[src/hdl/twi_st_pkg.sv]
// constants, register map and state type of the slave transmit core
// assumes a 50 MHz reference clock; shared by the core and its bench
package twi_st_pkg;
  // ***********************************
  // status codes, prescaler bits read 0
  // ***********************************
  localparam logic [7:0] ST_OWN_READ  = 8'ha8; // addressed for read
  localparam logic [7:0] ST_ARB_READ  = 8'hb0; // lost arbitration, read
  localparam logic [7:0] ST_DATA_ACK  = 8'hb8; // byte sent, ack back
  localparam logic [7:0] ST_DATA_NACK = 8'hc0; // byte sent, nack back
  localparam logic [7:0] ST_LAST_ACK  = 8'hc8; // last byte, still ack
  localparam logic [7:0] ST_NO_INFO   = 8'hf8; // flag clear
  localparam logic [7:0] ST_BUS_ERR   = 8'h00; // misplaced start/stop
  localparam logic [7:0] PRESC_MASK   = 8'hf8; // low three bits forced 0
  // ***********************************
  // register indices on the plain port
  // ***********************************
  localparam logic [2:0] A_CTRL = 3'h0; // bus_control_register
  localparam logic [2:0] A_STS  = 3'h1; // bus_status_register
  localparam logic [2:0] A_DATA = 3'h2; // bus_data_register
  localparam logic [2:0] A_OWN  = 3'h3; // own_address_register
  localparam logic [2:0] A_EVT  = 3'h4; // sticky events, write 1 clears
  localparam logic [2:0] A_MASK = 3'h5; // event mask
  // ***********************************
  // control, own address and event bit positions
  // ***********************************
  localparam int CB_FLAG  = 7; // operation_complete_flag
  localparam int CB_ACKEN = 6; // acknowledge_enable
  localparam int CB_START = 5; // start_request_bit
  localparam int CB_STOP  = 4; // stop_request_flag
  localparam int CB_WCOL  = 3; // data write while flag clear
  localparam int CB_EN    = 2; // interface enable
  localparam int OWN_GCE  = 0; // general_call_enable in own address
  localparam int EV_DONE  = 0; // event bit: flag raised
  localparam int EV_BERR  = 1; // event bit: bus error
  localparam int EV_W     = 2;
  localparam logic [7:0] CTRL_RST = 8'h00;
  // ***********************************
  // timing
  // ***********************************
  localparam int CLK_MHZ     = 50;
  localparam int CLK_NS      = 1000 / CLK_MHZ;
  localparam int T_HD_STA_NS = 4000; // start hold time, least
  localparam logic [7:0] HD_STA_CYC = 8'((T_HD_STA_NS + CLK_NS - 1) / CLK_NS);
  localparam logic [3:0] BITS = 4'h8; // bits per byte
  // core states
  typedef enum {S_IDLE, S_ADDR, S_AACK, S_HOLD, S_TX, S_TACK, S_BERR, S_GEN, S_MST} st_t;
endpackage : twi_st_pkg

[src/hdl/bus_evt_if.sv]
// bundle of synchronised line levels and line events
// assumes every member is driven on ref_clk
`timescale 1ns/1ps
interface bus_evt_if;
  logic scl;       // synchronised clock line
  logic sda;       // synchronised data line
  logic scl_rise;  // one-cycle pulse
  logic scl_fall;  // one-cycle pulse
  logic start;     // start condition seen
  logic stop;      // stop condition seen
  modport sync (output scl, sda);
  modport det  (input scl, sda, output scl_rise, scl_fall, start, stop);
  modport core (input scl, sda, scl_rise, scl_fall, start, stop);
endinterface : bus_evt_if

[src/hdl/twi_slave_tx.sv]
// two-wire slave transmitter core with status codes and bus error recovery
// assumes pins are open drain (oe high pulls low) and a same-clock register port
`timescale 1ns/1ps
module twi_slave_tx
(
  // clock and reset
  input  wire logic       ref_clk_i,
  input  wire logic       reset_i,
  input  wire logic       ce_i,
  // register port
  input  wire logic [2:0] reg_addr_i,
  input  wire logic [7:0] reg_wdata_i,
  input  wire logic       reg_wr_i,
  input  wire logic       reg_rd_i,
  output logic      [7:0] reg_rdata_o,
  // from master logic, same clock
  input  wire logic       arb_lost_i,
  // bus pins
  input  wire logic       scl_i,
  output logic            scl_o,
  output logic            scl_oe_o,
  input  wire logic       sda_i,
  output logic            sda_o,
  output logic            sda_oe_o,
  // interrupt
  output logic            irq_o
);
  // ***********************************
  // state
  // ***********************************
  twi_st_pkg::st_t st_q, st_d;        // core state
  logic [7:0] ctrl_q;                 // control bits except the flag
  logic       flag_q, flag_d;         // operation complete
  logic [7:0] code_q, code_d;         // last status code
  logic [7:0] data_q;                 // byte to send
  logic [7:0] own_q;                  // own address and gce
  logic [7:0] sh_q, sh_d;             // shift register
  logic [3:0] cnt_q, cnt_d;           // bit counter
  logic [7:0] tmr_q, tmr_d;           // start hold timer
  logic       sda_dr_q, sda_dr_d;     // drive data low
  logic       scl_dr_q;               // drive clock low
  logic       last_q, last_d;         // final byte in flight
  logic       ack_q, ack_d;           // master acked
  logic       pend_q, pend_d;         // start waiting for free bus
  logic       busy_q;                 // bus between start and stop
  logic       arb_q;                  // arbitration was lost
  logic [twi_st_pkg::EV_W-1:0] evt_q, evt_d;   // sticky events
  logic [twi_st_pkg::EV_W-1:0] mask_q;         // event mask
  logic [7:0] rdata_q;                // read data
  logic       irq_q;                  // interrupt level
  logic       flag_set;               // hardware raises flag
  logic       stop_clr;               // recovery clears stop bit
  bus_evt_if  ev ();                  // line events

  // ***********************************
  // line front end
  // ***********************************
  line_sync u_sync
  (
    .ref_clk_i (ref_clk_i),
    .reset_i   (reset_i),
    .ce_i      (ce_i),
    .scl_i     (scl_i),
    .sda_i     (sda_i),
    .lines     (ev)
  );
  line_detect u_det
  (
    .ref_clk_i (ref_clk_i),
    .reset_i   (reset_i),
    .ce_i      (ce_i),
    .ev        (ev)
  );

  // ***********************************
  // register decode
  // ***********************************
  wire wr_ctrl  = reg_wr_i & (reg_addr_i == twi_st_pkg::A_CTRL);
  wire wr_data  = reg_wr_i & (reg_addr_i == twi_st_pkg::A_DATA);
  wire wr_own   = reg_wr_i & (reg_addr_i == twi_st_pkg::A_OWN);
  wire wr_evt   = reg_wr_i & (reg_addr_i == twi_st_pkg::A_EVT);
  wire wr_mask  = reg_wr_i & (reg_addr_i == twi_st_pkg::A_MASK);
  // writing one to the flag clears it and lets the core go on
  wire flag_clr = wr_ctrl & reg_wdata_i[twi_st_pkg::CB_FLAG];
  wire acken    = ctrl_q[twi_st_pkg::CB_ACKEN];
  wire enable   = ctrl_q[twi_st_pkg::CB_EN];
  // status shows a code only while the flag is up
  wire [7:0] sts_rd = flag_q ? (code_q & twi_st_pkg::PRESC_MASK)
                             : twi_st_pkg::ST_NO_INFO;
  wire [7:0] rd_mux;
  assign rd_mux =
    (reg_addr_i == twi_st_pkg::A_CTRL) ? {flag_q, ctrl_q[6:0]} :
    (reg_addr_i == twi_st_pkg::A_STS)  ? sts_rd :
    (reg_addr_i == twi_st_pkg::A_DATA) ? data_q :
    (reg_addr_i == twi_st_pkg::A_OWN)  ? own_q :
    (reg_addr_i == twi_st_pkg::A_EVT)  ? {6'h00, evt_q} :
    (reg_addr_i == twi_st_pkg::A_MASK) ? {6'h00, mask_q} : 8'h00;
  // own address in upper seven bits, read direction in bit 0
  wire addr_hit = (sh_q[7:1] == own_q[7:1]) & sh_q[0] & acken;
  // start or stop inside a byte or acknowledge slot
  wire in_frame = ((st_q == twi_st_pkg::S_ADDR) & (cnt_q != 4'h0)) |
                  (st_q == twi_st_pkg::S_AACK) | (st_q == twi_st_pkg::S_TX) |
                  (st_q == twi_st_pkg::S_TACK);
  wire frame_err = enable & (ev.start | ev.stop) & in_frame;

  // ***********************************
  // next state
  // ***********************************
  always_comb
  begin
    st_d     = st_q;
    code_d   = code_q;
    sh_d     = sh_q;
    cnt_d    = cnt_q;
    tmr_d    = tmr_q;
    sda_dr_d = sda_dr_q;
    last_d   = last_q;
    ack_d    = ack_q;
    pend_d   = pend_q;
    flag_set = 1'b0;
    stop_clr = 1'b0;
    if (!enable)
    begin
      // switched off: release everything
      st_d     = twi_st_pkg::S_IDLE;
      sda_dr_d = 1'b0;
    end
    else if (frame_err)
    begin
      // lines released, flag up with the error code
      st_d     = twi_st_pkg::S_BERR;
      sda_dr_d = 1'b0;
      flag_set = 1'b1;
      code_d   = twi_st_pkg::ST_BUS_ERR;
    end
    else
    begin
      case (st_q)
        twi_st_pkg::S_IDLE:
        begin
          if (ev.start)
          begin
            st_d  = twi_st_pkg::S_ADDR;
            cnt_d = 4'h0;
          end
          else if (pend_q && !busy_q)
          begin
            // bus free: pull data low while clock is high
            st_d     = twi_st_pkg::S_GEN;
            tmr_d    = 8'h00;
            sda_dr_d = 1'b1;
            pend_d   = 1'b0;
          end
        end
        twi_st_pkg::S_ADDR:
        begin
          if (ev.stop)
            st_d = twi_st_pkg::S_IDLE;
          else if (ev.start)
            cnt_d = 4'h0;
          else if (ev.scl_rise)
          begin
            sh_d  = {sh_q[6:0], ev.sda};
            cnt_d = cnt_q + 4'h1;
          end
          else if (ev.scl_fall && cnt_q == twi_st_pkg::BITS)
          begin
            // general call is a write, so it never reaches here
            st_d     = addr_hit ? twi_st_pkg::S_AACK : twi_st_pkg::S_IDLE;
            sda_dr_d = addr_hit;
          end
        end
        twi_st_pkg::S_AACK:
        begin
          if (ev.scl_fall)
          begin
            sda_dr_d = 1'b0;
            flag_set = 1'b1;
            st_d     = twi_st_pkg::S_HOLD;
            code_d   = arb_q ? twi_st_pkg::ST_ARB_READ
                             : twi_st_pkg::ST_OWN_READ;
          end
        end
        twi_st_pkg::S_HOLD:
        begin
          if (flag_clr)
          begin
            if (code_q == twi_st_pkg::ST_DATA_NACK || code_q == twi_st_pkg::ST_LAST_ACK)
            begin
              // back to not addressed; ack enable gates the next match
              // sda stays released, so a master reading on gets ones
              st_d   = twi_st_pkg::S_IDLE;
              pend_d = reg_wdata_i[twi_st_pkg::CB_START];
            end
            else
            begin
              // load the next byte; ack enable 0 makes it the last
              sh_d     = data_q;
              last_d   = ~reg_wdata_i[twi_st_pkg::CB_ACKEN];
              cnt_d    = 4'h0;
              sda_dr_d = ~data_q[7];
              st_d     = twi_st_pkg::S_TX;
            end
          end
        end
        twi_st_pkg::S_TX:
        begin
          if (ev.scl_fall)
          begin
            // data only moves while the clock is low
            cnt_d = cnt_q + 4'h1;
            if (cnt_q == twi_st_pkg::BITS - 4'h1)
            begin
              sda_dr_d = 1'b0;
              st_d     = twi_st_pkg::S_TACK;
            end
            else
            begin
              sh_d     = {sh_q[6:0], 1'b0};
              sda_dr_d = ~sh_q[6];
            end
          end
        end
        twi_st_pkg::S_TACK:
        begin
          if (ev.scl_rise)
            ack_d = ~ev.sda;
          else if (ev.scl_fall)
          begin
            flag_set = 1'b1;
            st_d     = twi_st_pkg::S_HOLD;
            if (!ack_q)
              code_d = twi_st_pkg::ST_DATA_NACK;
            else if (last_q)
              code_d = twi_st_pkg::ST_LAST_ACK;
            else
              code_d = twi_st_pkg::ST_DATA_ACK;
          end
        end
        twi_st_pkg::S_BERR:
        begin
          if (flag_clr && reg_wdata_i[twi_st_pkg::CB_STOP])
          begin
            // only internal state resets, no stop on the bus
            st_d     = twi_st_pkg::S_IDLE;
            stop_clr = 1'b1;
          end
        end
        twi_st_pkg::S_GEN:
        begin
          tmr_d = tmr_q + 8'h01;
          if (tmr_q == twi_st_pkg::HD_STA_CYC)
            st_d = twi_st_pkg::S_MST;
        end
        default:
        begin
          // master phase is outside this core: hold until start bit cleared
          if (!ctrl_q[twi_st_pkg::CB_START])
          begin
            st_d     = twi_st_pkg::S_IDLE;
            sda_dr_d = 1'b0;
          end
        end
      endcase
    end
  end

  // set wins over a clear arriving in the same cycle
  assign flag_d = flag_set | (flag_q & ~flag_clr);
  assign evt_d  = (evt_q & ~(wr_evt ? reg_wdata_i[1:0] : 2'h0)) |
                  {frame_err, flag_set};

  // ***********************************
  // core registers
  // ***********************************
  always_ff @(posedge ref_clk_i)
  begin
    if (reset_i)
    begin
      st_q     <= twi_st_pkg::S_IDLE;
      flag_q   <= 1'b0;
      code_q   <= twi_st_pkg::ST_NO_INFO;
      sh_q     <= 8'h00;
      cnt_q    <= 4'h0;
      tmr_q    <= 8'h00;
      sda_dr_q <= 1'b0;
      scl_dr_q <= 1'b0;
      last_q   <= 1'b0;
      ack_q    <= 1'b0;
      pend_q   <= 1'b0;
    end
    else if (ce_i)
    begin
      st_q     <= st_d;
      flag_q   <= flag_d;
      code_q   <= code_d;
      sh_q     <= sh_d;
      cnt_q    <= cnt_d;
      tmr_q    <= tmr_d;
      sda_dr_q <= sda_dr_d;
      // clock held low while waiting on software in S_HOLD, or after own start
      scl_dr_q <= (st_d == twi_st_pkg::S_HOLD && flag_d) ||
                  st_d == twi_st_pkg::S_MST;
      last_q   <= last_d;
      ack_q    <= ack_d;
      pend_q   <= pend_d;
    end
  end

  // ***********************************
  // software registers
  // ***********************************
  always_ff @(posedge ref_clk_i)
  begin
    if (reset_i)
    begin
      ctrl_q <= twi_st_pkg::CTRL_RST;
      data_q <= 8'hff;
      own_q  <= 8'h00;
      mask_q <= 2'h0;
      evt_q  <= 2'h0;
      busy_q <= 1'b0;
      arb_q  <= 1'b0;
    end
    else if (ce_i)
    begin
      if (wr_ctrl)
        ctrl_q[6:4] <= reg_wdata_i[6:4];
      if (wr_ctrl)
        ctrl_q[twi_st_pkg::CB_EN] <= reg_wdata_i[twi_st_pkg::CB_EN];
      if (stop_clr)
        ctrl_q[twi_st_pkg::CB_STOP] <= 1'b0;
      // data may only change while the flag is up
      if (wr_data)
        ctrl_q[twi_st_pkg::CB_WCOL] <= ~flag_q;
      if (wr_data && flag_q)
        data_q <= reg_wdata_i;
      if (wr_own)
        own_q <= reg_wdata_i;
      if (wr_mask)
        mask_q <= reg_wdata_i[1:0];
      evt_q  <= evt_d;
      busy_q <= ev.start | (busy_q & ~ev.stop);
      arb_q  <= arb_lost_i | (arb_q & ~(st_q == twi_st_pkg::S_AACK && ev.scl_fall));
    end
  end

  // ***********************************
  // outputs, all from flip-flops
  // ***********************************
  always_ff @(posedge ref_clk_i)
  begin
    if (reset_i)
    begin
      rdata_q <= 8'h00;
      irq_q   <= 1'b0;
    end
    else if (ce_i)
    begin
      rdata_q <= reg_rd_i ? rd_mux : 8'h00;
      irq_q   <= |(evt_d & mask_q);
    end
  end
  assign reg_rdata_o = rdata_q;
  assign irq_o       = irq_q;
  assign scl_oe_o    = scl_dr_q;
  assign sda_oe_o    = sda_dr_q;
  assign scl_o       = ctrl_q[1];   // bit 1 never written: constant 0
  assign sda_o       = ctrl_q[0];   // bit 0 never written: constant 0
endmodule : twi_slave_tx

[src/hdl/line_sync.sv]
// two-stage synchroniser for the clock and data lines
// assumes the pins are asynchronous to ref_clk
`timescale 1ns/1ps
module line_sync
(
  // clock
  input  wire logic ref_clk_i,
  input  wire logic reset_i,
  input  wire logic ce_i,
  // pins
  input  wire logic scl_i,
  input  wire logic sda_i,
  // synchronised levels
  bus_evt_if.sync   lines
);
  logic [1:0] m_q; // first stage, read only by s_q
  logic [1:0] s_q; // second stage
  // ***********************************
  // synchroniser, idles high like the bus
  // ***********************************
  always_ff @(posedge ref_clk_i)
  begin
    if (reset_i)
    begin
      m_q <= 2'h3;
      s_q <= 2'h3;
    end
    else if (ce_i)
    begin
      m_q <= {scl_i, sda_i};
      s_q <= m_q;
    end
  end
  assign lines.scl = s_q[1];
  assign lines.sda = s_q[0];
endmodule : line_sync

[src/hdl/line_detect.sv]
// finds clock edges and start/stop conditions on synchronised lines
// assumes the inputs are already in the ref_clk domain
`timescale 1ns/1ps
module line_detect
(
  // clock
  input  wire logic ref_clk_i,
  input  wire logic reset_i,
  input  wire logic ce_i,
  // levels in, events out
  bus_evt_if.det    ev
);
  logic scl_q; // previous clock level
  logic sda_q; // previous data level
  // ***********************************
  // history of one cycle
  // ***********************************
  always_ff @(posedge ref_clk_i)
  begin
    if (reset_i)
    begin
      scl_q <= 1'b1;
      sda_q <= 1'b1;
    end
    else if (ce_i)
    begin
      scl_q <= ev.scl;
      sda_q <= ev.sda;
    end
  end
  // data moving while clock high marks start or stop
  assign ev.scl_rise = ce_i & ev.scl & ~scl_q;
  assign ev.scl_fall = ce_i & ~ev.scl & scl_q;
  assign ev.start    = ce_i & ev.scl & scl_q & sda_q & ~ev.sda;
  assign ev.stop     = ce_i & ev.scl & scl_q & ~sda_q & ev.sda;
endmodule : line_detect

[config.mk]
export PLATFORM = sky130hd
export DESIGN_NAME = twi_slave_tx
export DESIGN_NICKNAME = d
export VERILOG_FILES = /design/src/hdl/twi_st_pkg.sv /design/src/hdl/bus_evt_if.sv /design/src/hdl/twi_slave_tx.sv /design/src/hdl/line_sync.sv /design/src/hdl/line_detect.sv
export SDC_FILE = /design/constraint.sdc
export NUM_CORES = 1
export LEC_CHECK = 0
export ABC_AREA = 0
export CORE_MARGIN = 1
export CORE_UTILIZATION = 45
export DETAILED_ROUTE_END_ITERATION = 10
export DONT_BUFFER_PORTS = 1
export GPL_TIMING_DRIVEN = 0
export PLACE_DENSITY_LB_ADDON = 0.15
export REMOVE_ABC_BUFFERS = 1
export SETUP_SLACK_MARGIN = 0.1
export SLEW_MARGIN = 40
export SYNTH_ARGS = -nofsm -noshare
export SYNTH_HDL_FRONTEND = slang
export SYNTH_HIERARCHICAL = 1
export SYNTH_SLANG_ARGS = --single-unit
[constraint.sdc]
create_clock -name ref_clk_i -period 3.1 [get_ports ref_clk_i]
set_input_delay 0.31 -clock ref_clk_i [delete_from_list [all_inputs] [get_ports ref_clk_i]]
set_output_delay 0.31 -clock ref_clk_i [all_outputs]
set_load 0.01 [all_outputs]
==> results of run 1 <==
routing by layer:
| metal | track usage | up-vias | part of all wire |
|---|---|---|---|
| met2 | 0.344 | 151 | 0.43 |
| met4 | 0.0959 | 0 | 0.022 |
| li1 | - | 2239 | - |
| met3 | 0.0580 | 16 | 0.064 |
| met5 | 0 | - | 0 |
| met1 | 0.326 | 2158 | 0.48 |
sequential cells by signal, summed over array words and instances (netlist names), 2 cells and up:
register,cells
evt_q,2
u_sync/m_q,2
ctrl_q,5
st_q,32
code_q,5
tmr_q,8
u_sync/s_q,2
cnt_q,4
own_q,8
data_q,8
reg_rdata_o,8
mask_q,2
sh_q,8
layout by cell type (no fill, tap or decap), types with 13 or more instances in the layout:
cell,count
a21oi_1,38
mux2i_1,24
nor2_1,61
nor2b_1,13
o21ai_0,24
nand2_1,59
and2_1,32
dfxtp_1,102
nor3_1,17
nand3_1,30
nor4_1,13
inv_1,15
cell usage after synthesis (13+ instances only):
cell      instances
mux2i_1          24
and2_1           32
nor2b_1          13
dfxtp_1         105
inv_1            15
clkbuf_1         28
nand2_1          59
a21oi_1          40
o21ai_0          24
nor2_1           62
nand3_1          30
nor3_1           18
nor4_1           14
cells by family after synthesis:
logic type	after synthesis	synth area share
AOI/OAI and AO/OA	132	0.172
adders and majority gates	4	0.00937
buffers and inverters	56	0.0440
other	1	0.000702
xor gates and xnor gates	14	0.0230
and+or+nand+nor	291	0.289
DFF	105	0.393
muxes	34	0.0682
area by class of cell:
type                    count  area share
flip-flops and latches    105       0.370
clock inverters             5     0.00550
multi-input cells         477       0.537
repair buffers              1     0.00352
clock buffers              10      0.0420
well taps                 143      0.0314
inverters                  16      0.0106
where the power goes:
part	switching [mW]	total, mW	leakage [nW]	internal, mW
combinational	0.0646	0.113	1.22	0.0481
clock	0.502	1.06	0.135	0.561
sequential	0.0180	1.38	0.850	1.36
total	0.585	2.56	2.21	1.97
worst max-delay path, stage by stage, from the launching register on:
cell and delay, ps:
dfxtp_1 380, inv_1 80, ha_1 220, nor4b_1 150
or3_1 390, a2111oi_4 620, a21oi_1 330, nand3_1 190
mux2_1 330, nor2_1 80
timing repair:
| item | in CTS | in global routing |
|---|---|---|
| gates cloned | 0 | 0 |
| resized for setup | 3 | 4 |
| buffers inserted | 1 | 0 |
| hold buffers | 0 | 0 |
| endpoints found under the setup margin | 19 | 22 |
| pin swaps | 1 | 0 |
how the worst max path moves through the flow:
stage,start,to,slack [ps]
after detailed placement,st_q[0],st_q[23],-80
after floorplan,st_q[2],sh_q[0],630
final,cnt_q[0],ack_q,290
after global routing,cnt_q[0],ack_q,100
after global placement,st_q[6],st_q[18],-420
after CTS,st_q[0],ack_q,160
==> results.toml, run 1 <==
[status]
status = "complete, but fails checks"
violations = "design-rule violations"

[sta]
finalHoldViolCount = 0
rsz0062_at_grt = "yes"
period_minus_slack_ps = 2810
tns_ps = 0
fin_worst_skew_ps = 11.4
final-max-slew-violation-count = 0
clock.fmax_ghz = 0.356
worst_slack_ps = 288
hold_ws_ps = 22.7
period_share = 0.907
max_slew_margin = 0.462
worst_pin_slew_ps = 796
setup_viol = 0

[critical_path]
cp.required_ps = 3400
end_kind = "flip-flop"
arrival_ps = 3110
cp-start-kind = "flip-flop"
rr_endpoint = "ack_q"
crit_type = "reg -> reg"
rr_startpoint = "cnt_q[0]"
r2r_slack_ps = 290
r2r_cells = 9
path_max_fanout = 7

[clocking]
clk_pin_slew_ps = 70
cts_tree = "done"
clk_latency_ps = 360
clock_sinks = 105
clock-root-buffer = "clkbuf_16"
htree_levels = 3
cts_buffers = 9
clock_path_buffers = 2

[floorplanning]
die_w_um = 111
core_area_mm2 = 0.0115
num_rows = 39
start_util = 0.464
boundaryPins = 32
die_h_um = 111
die_area_mm2 = 0.0123

[hold_path]
hp-start = "reset_i"
holdPathEnd = "st_q[2]"
whs_path_depth = 1
hp-class = "in -> reg"

[logic_synthesis]
synth_top_area_frac = 0.393
ys_types = 78
yosys.area.top_type = "dfxtp_1"
ys_top_cells_by_area = "dfxtp_1 (39%), mux2i_1 (4.5%), nor2_1 (4.4%), nand2_1 (4.1%), a21oi_1 (3.7%)"
syn_inst = 637
yosysSeqAreaShare = 0.393
async_reset_ff_frac = 0
synth-seq-cells = 105
synth_area_per_cell_um2 = 8.39
synth-edff-count = 0
synthFlopType = "dfxtp_1"
synth.cell_area_mm2 = 0.00534
yosys_warnings = 6

[flow_run]
max_cap_viol_count = 0

[placement]
dp_hpwl_um = 9600
globalplace.congestion = 0.924
place_inst = 741
dp_slack_ps = -79.2
placed_area_mm2 = 0.00536
portBuffers = 0

[routing]
drtAntennaViolNets = 0
drt_iter0_drc = 534
drt_pass1_iterations = 10
remaining_drc_errors = 3
drt-total-wl_um = 13700
via_count = 4564
viasPerCell = 6.03
wire_per_inst_um = 18.0

[final_layout]
drive_gt1_frac = 0.0814
diodes = 0
regArea_mm2 = 0.00211
finalNetCount = 633
num-fill-cells = 1116
stdcell_area_mm2 = 0.00569
multi_input_area_mm2 = 0.00306
syn_to_final_growth_pct = 6.51
stdcell_count = 757
fin_util = 0.494

[global_routing]
antenna_found_initial = 0
grt_max_degree = 59
grt_pass1_vias = 4306
track_usage = 0.234
overflow = 0
grt_pass1_wl_um = 22600

[power]
vdd_drop_max_mv = 0.356
power.total_mw = 2.56
power_density_mw_per_mm2 = 449
p_leak_nw = 2.21
(Power assumes the default switching activity.)
==> inputs of run 2 (changes only) <==
==> constraint.sdc (replaced) <==
create_clock -name ref_clk_i -period 2.44 [get_ports ref_clk_i]
set_input_delay 0.244 -clock ref_clk_i [delete_from_list [all_inputs] [get_ports ref_clk_i]]
set_output_delay 0.244 -clock ref_clk_i [all_outputs]
set_load 0.01 [all_outputs]
==> run 2 against run 1 <==
Against the previous run: the flow still finishes with violations (design-rule violations); final cell count up 5.4%; clock power up 27%; critical path depth is 2 lower; cell area increased by 12%; via count increased by 7.3%; sequential share of layout area decreased by 3.5 points; critical path type unchanged; worst setup slack worse by 260 ps; global-route usage is 1.5 points higher; clock skew increased by 1.0 ps.
==> results.toml, run 2 (synthesis gave the netlist of run 1 again) <==
[global_routing]
grt_max_degree = 52
grt_pass1_wl_um = 24000
overflow = 0
grt_pass1_vias = 4585
track_usage = 0.249
antenna_found_initial = 0

[clocking]
clock_sinks = 105
cts_tree = "done"
clk_latency_ps = 360
clock-root-buffer = "clkbuf_16"
cts_buffers = 9
clock_path_buffers = 2
htree_levels = 3
clk_pin_slew_ps = 70

[sta]
clock.fmax_ghz = 0.415
setup_viol = 0
period_minus_slack_ps = 2410
worst_pin_slew_ps = 793
finalHoldViolCount = 0
final-max-slew-violation-count = 0
worst_slack_ps = 29.9
tns_ps = 0
rsz0062_at_grt = "yes"
max_slew_margin = 0.464
fin_worst_skew_ps = 12.4
period_share = 0.988

[final_layout]
top_register = "st_q"
diodes = 0
finalNetCount = 674
final_common_cell = "dfxtp_1"
multi_input_area_mm2 = 0.00333
syn_to_final_growth_pct = 18.8
stdcell_count = 798
largest_reg_flops = 32
num-fill-cells = 1060
final_cell_mix = "dfxtp_1 (95), nand2_1 (56), nor2_1 (55)"
regArea_mm2 = 0.00212
drive_gt1_frac = 0.208

[routing]
via_count = 4896
remaining_drc_errors = 3
drt_iter0_drc = 591
drt-total-wl_um = 15100
drt_pass1_iterations = 9
wire_per_inst_um = 18.9
drtAntennaViolNets = 0
viasPerCell = 6.14

[power]
power_density_mw_per_mm2 = 521
switching_share = 0.236
vdd_drop_max_mv = 0.446
pwr-share-comb = 0.061
p_int_mw = 2.53
seqPwrFrac = 0.530
clock_power_share = 0.409
p_leak_nw = 2.48
p_sw_mw = 0.778

[hold_path]
holdPathEnd = "ctrl_q[2]"
whs_path_depth = 2
hp-class = "in -> reg"
hp-start = "reg_wdata_i[2]"

[critical_path]
cp_num_buf_inv = 1
cpMaxStageDelayCell = "dfxtp_4"
rr_startpoint = "st_q[1]"
critical-path-max-stage-delay_ps = 610
arrival_ps = 2660
path_delay_family = "compound AO/OA/AOI/OAI gates"
path_max_fanout = 31
r2r_slack_ps = 30
cp.required_ps = 2690
cp-start-kind = "flip-flop"
end_kind = "flip-flop"
rr_endpoint = "scl_oe_o"
path_cells = "clkinv_1 > nand4_1 > a21oi_1 > o41a_1 > o211a_1 > o2bb2ai_2 > a32o_1"
crit_type = "reg -> reg"
r2r_cells = 7

[flow_run]
max_cap_viol_count = 0

[floorplanning]
die_h_um = 111
num_rows = 39
die_w_um = 111
boundaryPins = 32
start_util = 0.464
core_area_mm2 = 0.0115
die_area_mm2 = 0.0123

[status]
status = "complete, but fails checks"
violations = "design-rule violations"

[placement]
place_inst = 741
dp_slack_ps = -739
portBuffers = 0
dp_hpwl_um = 9600
globalplace.congestion = 0.924
-- run 2: cell types whose count changed in the layout (fill, tap and decap cells not counted), moves of 4 or more --
cell / change
dfxtp_4: +4
nor4_1: -5
dlygate4sd3_1: +4
o21ai_0: -5
nor2_1: -6
a21oi_1: -4
nor3_1: -4
buf_4: +29
dfxtp_1: -7
buf_6: +5
nor2_2: +4
-- run 2: worst register-to-register path: stages, from the launching register on --
cell and delay [ps]:
dfxtp_4 610, clkinv_1 440, nand4_1 210, a21oi_1 80, o41a_1 420, o211a_1 230, o2bb2ai_2 120, a32o_1 200
-- run 2: area by class of cell --
class,instances,share of cell area
flip-flops and latches,105,0.335
well taps,143,0.0282
repair buffers,41,0.0601
multi-input cells,478,0.525
inverters,16,0.00946
clock inverters,5,0.00493
clock buffers,10,0.0377
-- run 2: metrics by stage --
stage	instance area [um^2]	hold WS, ps	total power, mW	utilization
after floorplan	5170	313	1.90	-
after global placement	5350	327	1.93	0.465
after detailed placement	5360	327	1.93	0.466
after CTS	6130	0.302	3.34	0.532
after global routing	6350	0.639	3.43	0.551
final	6350	4.79	3.30	0.551
-- run 2: worst max-delay path by stage --
stage                       start  endpoint  slack [ps]  cells past startpoint
floorplan                 st_q[2]   sh_q[0]         -30                      7
global placement          st_q[6]  st_q[18]       -1080                      7
detailed placement        st_q[0]  st_q[23]        -740                      7
CTS                 u_sync/s_q[1]  scl_oe_o          80                     10
global route              st_q[1]  scl_oe_o         -50                      7
finish                    st_q[1]  scl_oe_o          30                      7
-- run 2: power groups by stage --
stage / combinational, mW / clock (mW) / sequential [mW]
final: 0.200 / 1.35 / 1.75
after global routing: 0.217 / 1.45 / 1.75
after CTS: 0.189 / 1.40 / 1.75
after detailed placement: 0.140 / 0 / 1.79
after global placement: 0.137 / 0 / 1.79
after floorplan: 0.111 / 0 / 1.78
-- run 2: timing repair --
| action | CTS | global route |
|---|---|---|
| hold buffers | 5 | 0 |
| cloned | 0 | 1 |
| endpoints found under the setup margin | 67 | 45 |
| pin swaps | 21 | 17 |
| setup buffers | 27 | 9 |
| endpoints found under the hold margin | 51 | 0 |
| resized for setup | 53 | 32 |
-- run 2: per-layer routing --
layer  track usage  share of wire  vias up
li1              -              -     2333
met1         0.339           0.44     2336
met2         0.367           0.45      200
met3        0.0700          0.089       27
met4         0.107          0.022        0
met5             0              0        -
